$ cat config.mk
export PLATFORM = sky130hd
export DESIGN_NAME = scl_loader
export DESIGN_NICKNAME = d
export VERILOG_FILES = /design/src/design/scl_loader.v /design/src/design/scl_fifo.v
export VERILOG_INCLUDE_DIRS = /design/src /design/src/design
export SDC_FILE = /design/constraint.sdc
export NUM_CORES = 1
export LEC_CHECK = 0
export BUFFER_PORTS_ARGS = -buffer_cell sky130_fd_sc_hd__buf_2
export CORE_MARGIN = 1
export CORE_UTILIZATION = 35
export CTS_CLUSTER_SIZE = 14
export DETAILED_ROUTE_END_ITERATION = 7
export PLACE_DENSITY = 0.48
export SETUP_SLACK_MARGIN = 0.1
export SYNTH_ARGS = -nofsm -noshare
export SYNTH_HDL_FRONTEND = slang
export SYNTH_SLANG_ARGS = --single-unit
$ cat constraint.sdc
create_clock -name mclk -period 3.9 [get_ports mclk]
set_clock_uncertainty 0.15 [all_clocks]
set_input_delay 0.39 -clock mclk [delete_from_list [all_inputs] [get_ports mclk]]
set_output_delay 0.39 -clock mclk [all_outputs]
set_load 0.02 [all_outputs]
$ cat src/design/scl_consts.vh
/*
 * Constants for the serial configuration loader: modes, flash commands,
 * timing counts and FIFO sizing.
 * Assumes inclusion by bare name from design files under design/.
 */
`ifndef SCL_CONSTS_VH
`define SCL_CONSTS_VH

// Configuration source select
`define SCL_MODE_ACTIVE    2'h0
`define SCL_MODE_PASSIVE   2'h1
`define SCL_MODE_JTAG      2'h2
`define SCL_MODE_MASK      2'h3

// Bus width codes: 1, 2, 4 or 8 lanes
`define SCL_W_X1           2'h0
`define SCL_W_X2           2'h1
`define SCL_W_X4           2'h2
`define SCL_W_X8           2'h3

// Flash commands and start address
`define SCL_CMD_WAKE       8'hAB
`define SCL_CMD_FREAD      8'h0B
`define SCL_START_ADDR     24'h00_0000

// Clock rate and wake delay
`define SCL_MCLK_MHZ       250
`define SCL_WAKE_US        30
`define SCL_WAKE_CYC       (`SCL_WAKE_US * `SCL_MCLK_MHZ)

// Serial clock divider: half period in mclk cycles
`define SCL_SCK_HALF       4'h4

// Frame lengths in bits on a single lane
`define SCL_WAKE_BITS      6'h08
`define SCL_HDR_BITS       6'h28

// Config memory sizing and FIFO
`define SCL_CFG_AW         8
`define SCL_CFG_DEPTH      256
`define SCL_FIFO_W         8
`define SCL_FIFO_D         32
`define SCL_FIFO_AW        5

`endif

$ cat src/design/scl_loader.v
/*
 * Configuration loader: fetches the bitstream from an SPI flash (active),
 * a slave port (passive), the test port or the mask memory, and writes it
 * into configuration cell memory, then signals done.
 * Assumes mclk at 250 MHz; all pins come from outside the clock domain.
 */
`default_nettype none
`include "scl_consts.vh"
//
// Functional notes
// - Write bitstream to cell memory before operation
// - Active x1/2/4, passive up to x8, JTAG x1
// - Active mode makes serial clock internally
// - Device drives instruction and address bytes
// - First transaction is flash wake-up
// - Wait at least 30 us after wake
// - Fast read from address zero, sequential
// - Test port delivers bitstream in JTAG mode
// - Mask option loads from on-chip memory
// - GPIOs weak pull-up while configuring
module scl_loader #(
    parameter WAKE_CYC   = `SCL_WAKE_CYC,
    parameter LOAD_BYTES = `SCL_CFG_DEPTH
) (
    // Clock and reset
    input  wire        mclk,
    input  wire        rst_n,
    // Configuration control pins
    input  wire        config_reset_n,
    input  wire [1:0]  cfg_mode,
    input  wire [1:0]  cfg_width,
    input  wire        mask_memory_option,
    output reg         cfg_done,
    output reg         user_mode,
    output reg         gpio_weak_pullup,
    // Active SPI master
    output reg         spi_sck,
    output reg         spi_cs_n,
    output reg  [3:0]  spi_dq_out,
    output reg  [3:0]  spi_dq_oe,
    input  wire [3:0]  spi_dq_in,
    // Passive slave and test port
    input  wire        pas_clk,
    input  wire        pas_cs_n,
    input  wire [7:0]  pas_data,
    input  wire        tck,
    input  wire        tdi,
    input  wire        jtag_load_en,
    // Mask memory read port
    output reg  [7:0]  mask_addr,
    input  wire [7:0]  mask_data,
    // Configuration cell memory write port
    output reg         cfg_we,
    output reg  [7:0]  cfg_addr,
    output reg  [7:0]  cfg_wdata
);
    // States, one-hot
    localparam [6:0] S_IDLE = 7'h01;
    localparam [6:0] S_WAKE = 7'h02;
    localparam [6:0] S_WAIT = 7'h04;
    localparam [6:0] S_HDR  = 7'h08;
    localparam [6:0] S_DATA = 7'h10;
    localparam [6:0] S_SLV  = 7'h20;
    localparam [6:0] S_DONE = 7'h40;

    // Lanes per serial clock for a width code; the caller applies the mode caps
    function [3:0] lanes;
        input [1:0] w;
        begin
            case (w)
                `SCL_W_X1: lanes = 4'h1;
                `SCL_W_X2: lanes = 4'h2;
                `SCL_W_X4: lanes = 4'h4;
                default:   lanes = 4'h8;
            endcase
        end
    endfunction

    // Two-flop synchronisers for all pin inputs except mask_memory_option
    reg [16:0] s1_r;
    reg [16:0] s2_r;
    always @(posedge mclk or negedge rst_n) begin
        if (!rst_n) begin
            s1_r <= 17'h0_0000;
            s2_r <= 17'h0_0000;
        end else begin
            s1_r <= {config_reset_n, pas_clk, pas_cs_n, tck, tdi, jtag_load_en,
                     spi_dq_in, pas_data[6:0]};
            s2_r <= s1_r;
        end
    end
    reg [4:0] s1b_r;
    reg [4:0] s2b_r;
    always @(posedge mclk or negedge rst_n) begin
        if (!rst_n) begin
            s1b_r <= 5'h00;
            s2b_r <= 5'h00;
        end else begin
            s1b_r <= {pas_data[7], cfg_mode, cfg_width};
            s2b_r <= s1b_r;
        end
    end
    wire       creset_s = s2_r[16];
    wire       pclk_s   = s2_r[15];
    wire       pcs_s    = s2_r[14];
    wire       tck_s    = s2_r[13];
    wire       tdi_s    = s2_r[12];
    wire       jen_s    = s2_r[11];
    wire [3:0] dq_s     = s2_r[10:7];
    wire [7:0] pdat_s   = {s2b_r[4], s2_r[6:0]};
    wire [1:0] mode_s   = s2b_r[3:2];
    wire [1:0] width_s  = s2b_r[1:0];

    // Edge detect on synchronised external clocks and config reset
    reg pclk_d_r;
    reg tck_d_r;
    reg creset_d_r;
    always @(posedge mclk or negedge rst_n) begin
        if (!rst_n) begin
            pclk_d_r   <= 1'b0;
            tck_d_r    <= 1'b0;
            creset_d_r <= 1'b0;
        end else begin
            pclk_d_r   <= pclk_s;
            tck_d_r    <= tck_s;
            creset_d_r <= creset_s;
        end
    end
    wire pclk_rise = pclk_s & ~pclk_d_r;
    wire tck_rise  = tck_s & ~tck_d_r;
    wire start     = creset_s & ~creset_d_r;

    // FIFO between source and cell memory
    reg        f_in_valid_r;
    reg  [7:0] f_in_data_r;
    wire       f_in_ready;
    wire       f_out_valid;
    wire [7:0] f_out_data;
    scl_fifo #(
        .WIDTH (`SCL_FIFO_W),
        .DEPTH (`SCL_FIFO_D),
        .AW    (`SCL_FIFO_AW)
    ) u_fifo (
        .mclk      (mclk),
        .rst_n     (rst_n),
        .in_valid  (f_in_valid_r),
        .in_ready  (f_in_ready),
        .in_data   (f_in_data_r),
        .out_valid (f_out_valid),
        .out_ready (1'b1),
        .out_data  (f_out_data)
    );

    // Serial clock divider enable
    reg [3:0] div_r;
    wire      half_tick = (div_r == `SCL_SCK_HALF - 4'h1);
    always @(posedge mclk or negedge rst_n) begin
        if (!rst_n) begin
            div_r <= 4'h0;
        end else begin
            div_r <= half_tick ? 4'h0 : div_r + 4'h1;
        end
    end

    // Main sequencer
    reg [6:0]  state_r;
    reg [1:0]  mode_r;
    reg [3:0]  nl_r;
    reg [39:0] sh_r;
    reg [5:0]  bits_r;
    reg [15:0] wait_r;
    reg [8:0]  got_r;
    reg [7:0]  rx_r;
    reg [3:0]  rx_n_r;
    reg [8:0]  wr_n_r;
    wire       shift_ok = f_in_ready | ~f_in_valid_r;
    wire       sck_fall = half_tick & spi_sck;
    wire       sck_rise = half_tick & ~spi_sck;
    wire [3:0] rx_step  = rx_n_r + nl_r;
    // Opening words of each frame; the first bit is set up before sck rises
    wire [7:0]  wake_cmd = `SCL_CMD_WAKE;
    wire [39:0] hdr_word = {`SCL_CMD_FREAD, `SCL_START_ADDR, 8'h00};

    always @(posedge mclk or negedge rst_n) begin
        if (!rst_n) begin
            state_r          <= S_IDLE;
            mode_r           <= `SCL_MODE_ACTIVE;
            nl_r             <= 4'h1;
            sh_r             <= 40'h00_0000_0000;
            bits_r           <= 6'h00;
            wait_r           <= 16'h0000;
            got_r            <= 9'h000;
            rx_r             <= 8'h00;
            rx_n_r           <= 4'h0;
            f_in_valid_r     <= 1'b0;
            f_in_data_r      <= 8'h00;
            spi_sck          <= 1'b0;
            spi_cs_n         <= 1'b1;
            spi_dq_out       <= 4'h0;
            spi_dq_oe        <= 4'h0;
            mask_addr        <= 8'h00;
            gpio_weak_pullup <= 1'b1;
        end else begin
            if (f_in_valid_r && f_in_ready) begin
                f_in_valid_r <= 1'b0;
            end
            case (state_r)
                S_IDLE: begin
                    gpio_weak_pullup <= 1'b1;
                    if (start) begin
                        mode_r <= mask_memory_option ? `SCL_MODE_MASK : mode_s;
                        // Active capped at x4, JTAG forced x1
                        if (mode_s == `SCL_MODE_JTAG || mask_memory_option) begin
                            nl_r <= 4'h1;
                        end else if (mode_s == `SCL_MODE_ACTIVE &&
                                     width_s == `SCL_W_X8) begin
                            nl_r <= 4'h4;
                        end else begin
                            nl_r <= lanes(width_s);
                        end
                        got_r  <= 9'h000;
                        rx_n_r <= 4'h0;
                        if (!mask_memory_option && mode_s == `SCL_MODE_ACTIVE) begin
                            sh_r       <= {wake_cmd[6:0], 33'h0_0000_0000};
                            spi_dq_out <= {3'h0, wake_cmd[7]};
                            bits_r    <= `SCL_WAKE_BITS;
                            spi_cs_n  <= 1'b0;
                            spi_dq_oe <= 4'h1;
                            state_r   <= S_WAKE;
                        end else begin
                            mask_addr <= 8'h00;
                            state_r   <= S_SLV;
                        end
                    end
                end
                S_WAKE, S_HDR: begin
                    // Command bits go out on DQ0, changed on falling sck
                    if (half_tick) begin
                        spi_sck <= ~spi_sck;
                    end
                    if (sck_fall) begin
                        spi_dq_out <= {3'h0, sh_r[39]};
                        sh_r       <= {sh_r[38:0], 1'b0};
                    end
                    if (sck_fall) begin
                        bits_r <= bits_r - 6'h01;
                        if (bits_r == 6'h01) begin
                            spi_sck <= 1'b0;
                            if (state_r == S_WAKE) begin
                                spi_cs_n  <= 1'b1;
                                spi_dq_oe <= 4'h0;
                                wait_r    <= WAKE_CYC[15:0];
                                state_r   <= S_WAIT;
                            end else begin
                                spi_dq_oe <= 4'h0;
                                bits_r    <= 6'h08;  // Dummy byte cycles
                                state_r   <= S_DATA;
                            end
                        end
                    end
                end
                S_WAIT: begin
                    if (wait_r != 16'h0000) begin
                        wait_r <= wait_r - 16'h0001;
                    end else begin
                        sh_r       <= {hdr_word[38:0], 1'b0};
                        spi_dq_out <= {3'h0, hdr_word[39]};
                        bits_r    <= `SCL_HDR_BITS;
                        spi_cs_n  <= 1'b0;
                        spi_dq_oe <= 4'h1;
                        state_r   <= S_HDR;
                    end
                end
                S_DATA: begin
                    // Sck pauses while the FIFO cannot take a byte
                    if (half_tick && (shift_ok || spi_sck)) begin
                        spi_sck <= ~spi_sck;
                    end
                    // Frame ends on a falling sck so the high phase stays whole
                    if (sck_fall && got_r == LOAD_BYTES[8:0]) begin
                        spi_cs_n <= 1'b1;
                        state_r  <= S_DONE;
                    end
                    if (sck_rise && shift_ok && got_r != LOAD_BYTES[8:0]) begin
                        if (bits_r != 6'h00) begin
                            bits_r <= bits_r - 6'h01;  // Dummy cycles
                        end else begin
                            rx_r   <= (nl_r == 4'h1) ? {rx_r[6:0], dq_s[0]} :
                                      (nl_r == 4'h2) ? {rx_r[5:0], dq_s[1:0]} :
                                      {rx_r[3:0], dq_s};
                            rx_n_r <= (rx_step == 4'h8) ? 4'h0 : rx_step;
                            if (rx_step == 4'h8) begin
                                f_in_valid_r <= 1'b1;
                                f_in_data_r  <= (nl_r == 4'h1) ? {rx_r[6:0], dq_s[0]} :
                                                (nl_r == 4'h2) ? {rx_r[5:0], dq_s[1:0]} :
                                                {rx_r[3:0], dq_s};
                                got_r <= got_r + 9'h001;
                            end
                        end
                    end
                end
                S_SLV: begin
                    if (shift_ok && got_r != LOAD_BYTES[8:0]) begin
                        if (mode_r == `SCL_MODE_MASK) begin
                            f_in_valid_r <= 1'b1;
                            f_in_data_r  <= mask_data;
                            mask_addr    <= mask_addr + 8'h01;
                            got_r        <= got_r + 9'h001;
                        end else if (mode_r == `SCL_MODE_JTAG) begin
                            if (tck_rise && jen_s) begin
                                rx_r   <= {rx_r[6:0], tdi_s};
                                rx_n_r <= (rx_n_r == 4'h7) ? 4'h0 : rx_n_r + 4'h1;
                                if (rx_n_r == 4'h7) begin
                                    f_in_valid_r <= 1'b1;
                                    f_in_data_r  <= {rx_r[6:0], tdi_s};
                                    got_r        <= got_r + 9'h001;
                                end
                            end
                        end else if (pclk_rise && !pcs_s) begin
                            rx_r   <= (nl_r == 4'h8) ? pdat_s :
                                      (nl_r == 4'h4) ? {rx_r[3:0], pdat_s[3:0]} :
                                      (nl_r == 4'h2) ? {rx_r[5:0], pdat_s[1:0]} :
                                      {rx_r[6:0], pdat_s[0]};
                            rx_n_r <= (rx_step == 4'h8) ? 4'h0 : rx_step;
                            if (rx_step == 4'h8) begin
                                f_in_valid_r <= 1'b1;
                                f_in_data_r  <= (nl_r == 4'h8) ? pdat_s :
                                                (nl_r == 4'h4) ? {rx_r[3:0], pdat_s[3:0]} :
                                                (nl_r == 4'h2) ? {rx_r[5:0], pdat_s[1:0]} :
                                                {rx_r[6:0], pdat_s[0]};
                                got_r <= got_r + 9'h001;
                            end
                        end
                    end
                    if (got_r == LOAD_BYTES[8:0]) begin
                        state_r <= S_DONE;
                    end
                end
                S_DONE: begin
                    spi_sck <= 1'b0;
                    if (wr_n_r == LOAD_BYTES[8:0]) begin
                        gpio_weak_pullup <= 1'b0;
                    end
                end
                default: begin
                    state_r <= S_IDLE;
                end
            endcase
            // Config reset low aborts back to idle
            if (!creset_s) begin
                state_r   <= S_IDLE;
                spi_cs_n  <= 1'b1;
                spi_sck   <= 1'b0;
                spi_dq_oe <= 4'h0;
                gpio_weak_pullup <= 1'b1;
            end
        end
    end

    // Cell memory writer and completion
    always @(posedge mclk or negedge rst_n) begin
        if (!rst_n) begin
            cfg_we    <= 1'b0;
            cfg_addr  <= 8'h00;
            cfg_wdata <= 8'h00;
            wr_n_r    <= 9'h000;
            cfg_done  <= 1'b0;
            user_mode <= 1'b0;
        end else if (!creset_s) begin
            cfg_we    <= 1'b0;
            wr_n_r    <= 9'h000;
            cfg_done  <= 1'b0;
            user_mode <= 1'b0;
        end else begin
            cfg_we <= f_out_valid;
            if (f_out_valid) begin
                cfg_addr  <= wr_n_r[7:0];
                cfg_wdata <= f_out_data;
                wr_n_r    <= wr_n_r + 9'h001;
            end
            if (wr_n_r == LOAD_BYTES[8:0] && state_r == S_DONE) begin
                cfg_done  <= 1'b1;
                user_mode <= 1'b1;
            end
        end
    end
endmodule // scl_loader
`default_nettype wire

$ cat src/design/scl_fifo.v
/*
 * Byte FIFO between the bitstream source and configuration memory.
 * Assumes a single clock and that both sides obey valid/ready.
 */
`default_nettype none
module scl_fifo #(
    parameter WIDTH = 8,
    parameter DEPTH = 32,
    parameter AW    = 5
) (
    // Clock and reset
    input  wire             mclk,
    input  wire             rst_n,
    // Fill side
    input  wire             in_valid,
    output wire             in_ready,
    input  wire [WIDTH-1:0] in_data,
    // Drain side
    output wire             out_valid,
    input  wire             out_ready,
    output wire [WIDTH-1:0] out_data
);
    reg [WIDTH-1:0] mem [0:DEPTH-1];
    reg [AW-1:0]    wr_ptr_r;
    reg [AW-1:0]    rd_ptr_r;
    reg [AW:0]      count_r;
    wire            push;
    wire            pop;

    // Handshake qualifiers
    assign in_ready  = (count_r != DEPTH);
    assign out_valid = (count_r != 0);
    assign out_data  = mem[rd_ptr_r];
    assign push      = in_valid & in_ready;
    assign pop       = out_valid & out_ready;

    // Storage write
    always @(posedge mclk) begin
        if (push) begin
            mem[wr_ptr_r] <= in_data;
        end
    end

    // Pointers and occupancy
    always @(posedge mclk or negedge rst_n) begin
        if (!rst_n) begin
            wr_ptr_r <= {AW{1'b0}};
            rd_ptr_r <= {AW{1'b0}};
            count_r  <= {(AW+1){1'b0}};
        end else begin
            if (push) begin
                wr_ptr_r <= wr_ptr_r + 1'b1;
            end
            if (pop) begin
                rd_ptr_r <= rd_ptr_r + 1'b1;
            end
            if (push && !pop) begin
                count_r <= count_r + 1'b1;
            end else if (pop && !push) begin
                count_r <= count_r - 1'b1;
            end
        end
    end
endmodule // scl_fifo
`default_nettype wire

==> reports/results.txt <==
HPWL Detailed -> 28.7 mm
Most frequent cells in the layout -> edfxtp_1, dfrtp_1, nand2_1
Setup TNS -> 0 ns
Share of cells above drive strength 1 -> 0.214
Clk root buf -> clkbuf_16
CP required -> 4.21 ns
Layout area overhead -> 17.5%
Gr ovfl total -> 0
Cell Rows -> 84
Clock Path Buffers -> 3
Final WS setup -> 0.461 ns
Synth unique cells -> 90
Skew-Pair Late Insertion Delay -> 0.58 ns
Number of setup buffers added after CTS -> 0
Critical-path top delay cell -> or4_1
First-pass DRT Iterations -> 7
Final hold slack -> 0.0356 ns
Number of DRC markers in iteration 0 -> 738
CP peak stage delay -> 0.59 ns
Clock transition at path regs -> 0.06 ns
Mean area per synthesized cell -> 14.2 µm²
Die area -> 54800 µm²
Primary FF master, synth -> edfxtp_1
TritonCTS clock tree -> done
DRT antenna net count -> 0
Placer Congestion -> 0.797
Max-cap violations -> 0
GR met1 Demand/Resource -> 0.235
TritonCTS Buffers -> 50
Number of global-route vias before repair -> 11600
I/O pin count -> 71
Rel. slew slack -> 0.191
Final max-slew violation count -> 0
Cell Chain, Critical Path -> or4_1 -> or3_1 -> inv_1 -> ha_1 -> inv_1 -> ha_1 -> a21o_1 -> a21oi_2 -> o21bai_1 -> mux2i_1 -> o211ai_1 -> xor2_1
Clk sinks -> 434
Worst Hold Class -> in -> reg
VDD IR max -> 0.329 mV
Final hold vios -> 0
Kind of critical path -> reg -> reg
Starting Density -> 0.356
P_leak -> 8.30 nW
Period utilisation layout -> 0.882
Endpoint type of the worst setup path -> flop
Largest net degree at the start of global routing -> 109
Part of the Yosys area used for sequential elements -> 0.645
Core region area -> 52900 µm²
Vias post-DR -> 11300
First-pass GRT wire length -> 69.5 mm
PD cells -> 688 nW/µm²
Fmax -> 0.291 GHz
Nets -> 1502
Status -> finished, final reports clean
Initial antenna violation count -> 1
Post-Route WL -> 44.2 mm
DR vias/cell -> 5.21
Die Y -> 234 µm
Tmin final -> 3.44 ns
Finished Core Util -> 0.419
CP Max Fanout -> 5
Syn Inst Count -> 1324
Gr usage total -> 0.167
Port bufs -> 64
Met2 Resource Use GR -> 0.264
Startpoint Class -> flop
# DRC -> 0
Worst endpoint data arrival time -> 3.74 ns
Unrepaired setup endpoints after global routing -> false
Grt peak-use layer -> met2
WL/cell -> 20.4 µm
Fillers -> 4816
Most common cell after layout, fill and taps aside -> edfxtp_1
Die width -> 234 µm
Synthesized area -> 18800 µm²
Synth Register Bits -> 434
Post-synth EDFFs -> 256
Worst slack, placed -> 0.420 ns
H-Tree Depth -> 2
Synth async-reset ratio -> 0.410
Final antenna diode count -> 0
YS warnings -> 0
Final Setup Violations -> 0
Routing usage on met3 -> 0.0285
Worst-Margin Slew -> 1.21 ns
-- layer usage --
layer / routed length [µm] / part of all wire / vias up
li1: - / - / 5244
met1: 20500 / 0.46 / 5758
met2: 21000 / 0.48 / 242
met3: 1840 / 0.042 / 71
met4: 902 / 0.020 / 0
met5: 0 / 0 / -
-- path summary, 6_finish.rpt --
check                                   from                 to  slack [ns]  cells past startpoint
setup / recovery           u_fifo.count_r[3]  u_fifo.count_r[5]        0.46                     12
setup reg to reg           u_fifo.count_r[3]  u_fifo.count_r[5]        0.46                     12
max in group asynchronous              rst_n            rx_r[3]        2.32                      3
hold / removal                  mask_data[2]     f_in_data_r[2]        0.04                      5
hold reg to reg                      s1_r[6]            s2_r[6]        0.19                      0
min in group asynchronous              rst_n           div_r[3]        0.35                      2
-- cell type report --
| class | count | area, µm² | area share |
|---|---|---|---|
| repair buffers | 136 | 967 | 0.0437 |
| flip-flops and latches | 434 | 12200 | 0.549 |
| clock inverters | 21 | 334 | 0.0151 |
| clock buffers | 73 | 1460 | 0.0659 |
| well taps | 688 | 861 | 0.0389 |
| multi-input cells | 781 | 6220 | 0.281 |
| inverters | 40 | 150 | 0.00678 |
-- through the flow --
stage / power, W / instance area [µm²] / instances
final: 0.0152 / 22100 / 2173
after global routing: 0.0160 / 22100 / 2173
after CTS: 0.0155 / 22100 / 2173
after detailed placement: 0.0104 / 20100 / 2055
after global placement: 0.0103 / 20100 / 2055
after floorplan: 0.00893 / 18900 / 1329
-- report_power, final --
part / internal, W / switching, W / leakage (nW)
clock: 0.00313 / 0.00189 / 0.871
combinational: 0.00178 / 0.00212 / 2.89
sequential: 0.00558 / 0.000728 / 4.54
total: 0.0105 / 0.00474 / 8.30
-- worst max-delay path: cells and delay by family, from the launching register on --
| kind | cells | cell delay (ns) |
|---|---|---|
| XOR/XNOR | 1 | 0.16 |
| adder cells (fa/ha/maj) | 2 | 0.60 |
| flip-flops | 1 | 0.41 |
| multiplexers | 1 | 0.15 |
| AO/OA/AOI/OAI | 4 | 0.62 |
| buffers and inverters | 2 | 0.30 |
| AND/OR/NAND/NOR | 2 | 0.94 |
-- registers in the layout, indices dropped and copies added (netlist names), 6 cells and up --
name            flops
u_fifo.mem        256
s1_r               17
s2_r               17
wait_r             16
got_r               9
wr_n_r              9
cfg_addr            8
cfg_wdata           8
f_in_data_r         8
mask_addr           8
rx_r                7
sh_r                7
state_r             7
bits_r              6
u_fifo.count_r      6
-- cells by family after synthesis --
logic type                 count (synthesis)  share of synthesized area
adders and majority gates                 26                     0.0177
other                                      1                   0.000199
muxes                                    110                      0.112
xor gates and xnor gates                  41                     0.0191
and+or+nand+nor                          373                      0.102
buffers and inverters                    114                     0.0263
DFF                                      434                      0.645
AOI/OAI and AO/OA                        225                     0.0773
-- timing repair --
action | 4_1_cts | 5_1_grt
endpoints found under the setup margin | 0 | 1
hold buffers | 24 | 0
endpoints found under the hold margin | 128 | 0
resized for setup | 0 | 1
-- cell usage after synthesis, types with 16 or more instances --
library cell | number | area, µm²
nor2_1 | 102 | 383
nand3_1 | 25 | 125
edfxtp_1 | 256 | 7690
nand4_1 | 17 | 106
mux2i_1 | 20 | 200
a21oi_1 | 52 | 260
dfrtp_1 | 174 | 4350
or3_1 | 16 | 100
xor2_1 | 16 | 140
nand2_1 | 103 | 387
nor3_1 | 20 | 100
clkbuf_1 | 44 | 165
xnor2_1 | 25 | 219
ha_1 | 25 | 313
inv_1 | 40 | 150
mux4_2 | 80 | 1800
o21ai_0 | 55 | 275
Power figures use the tool's default switching activity.
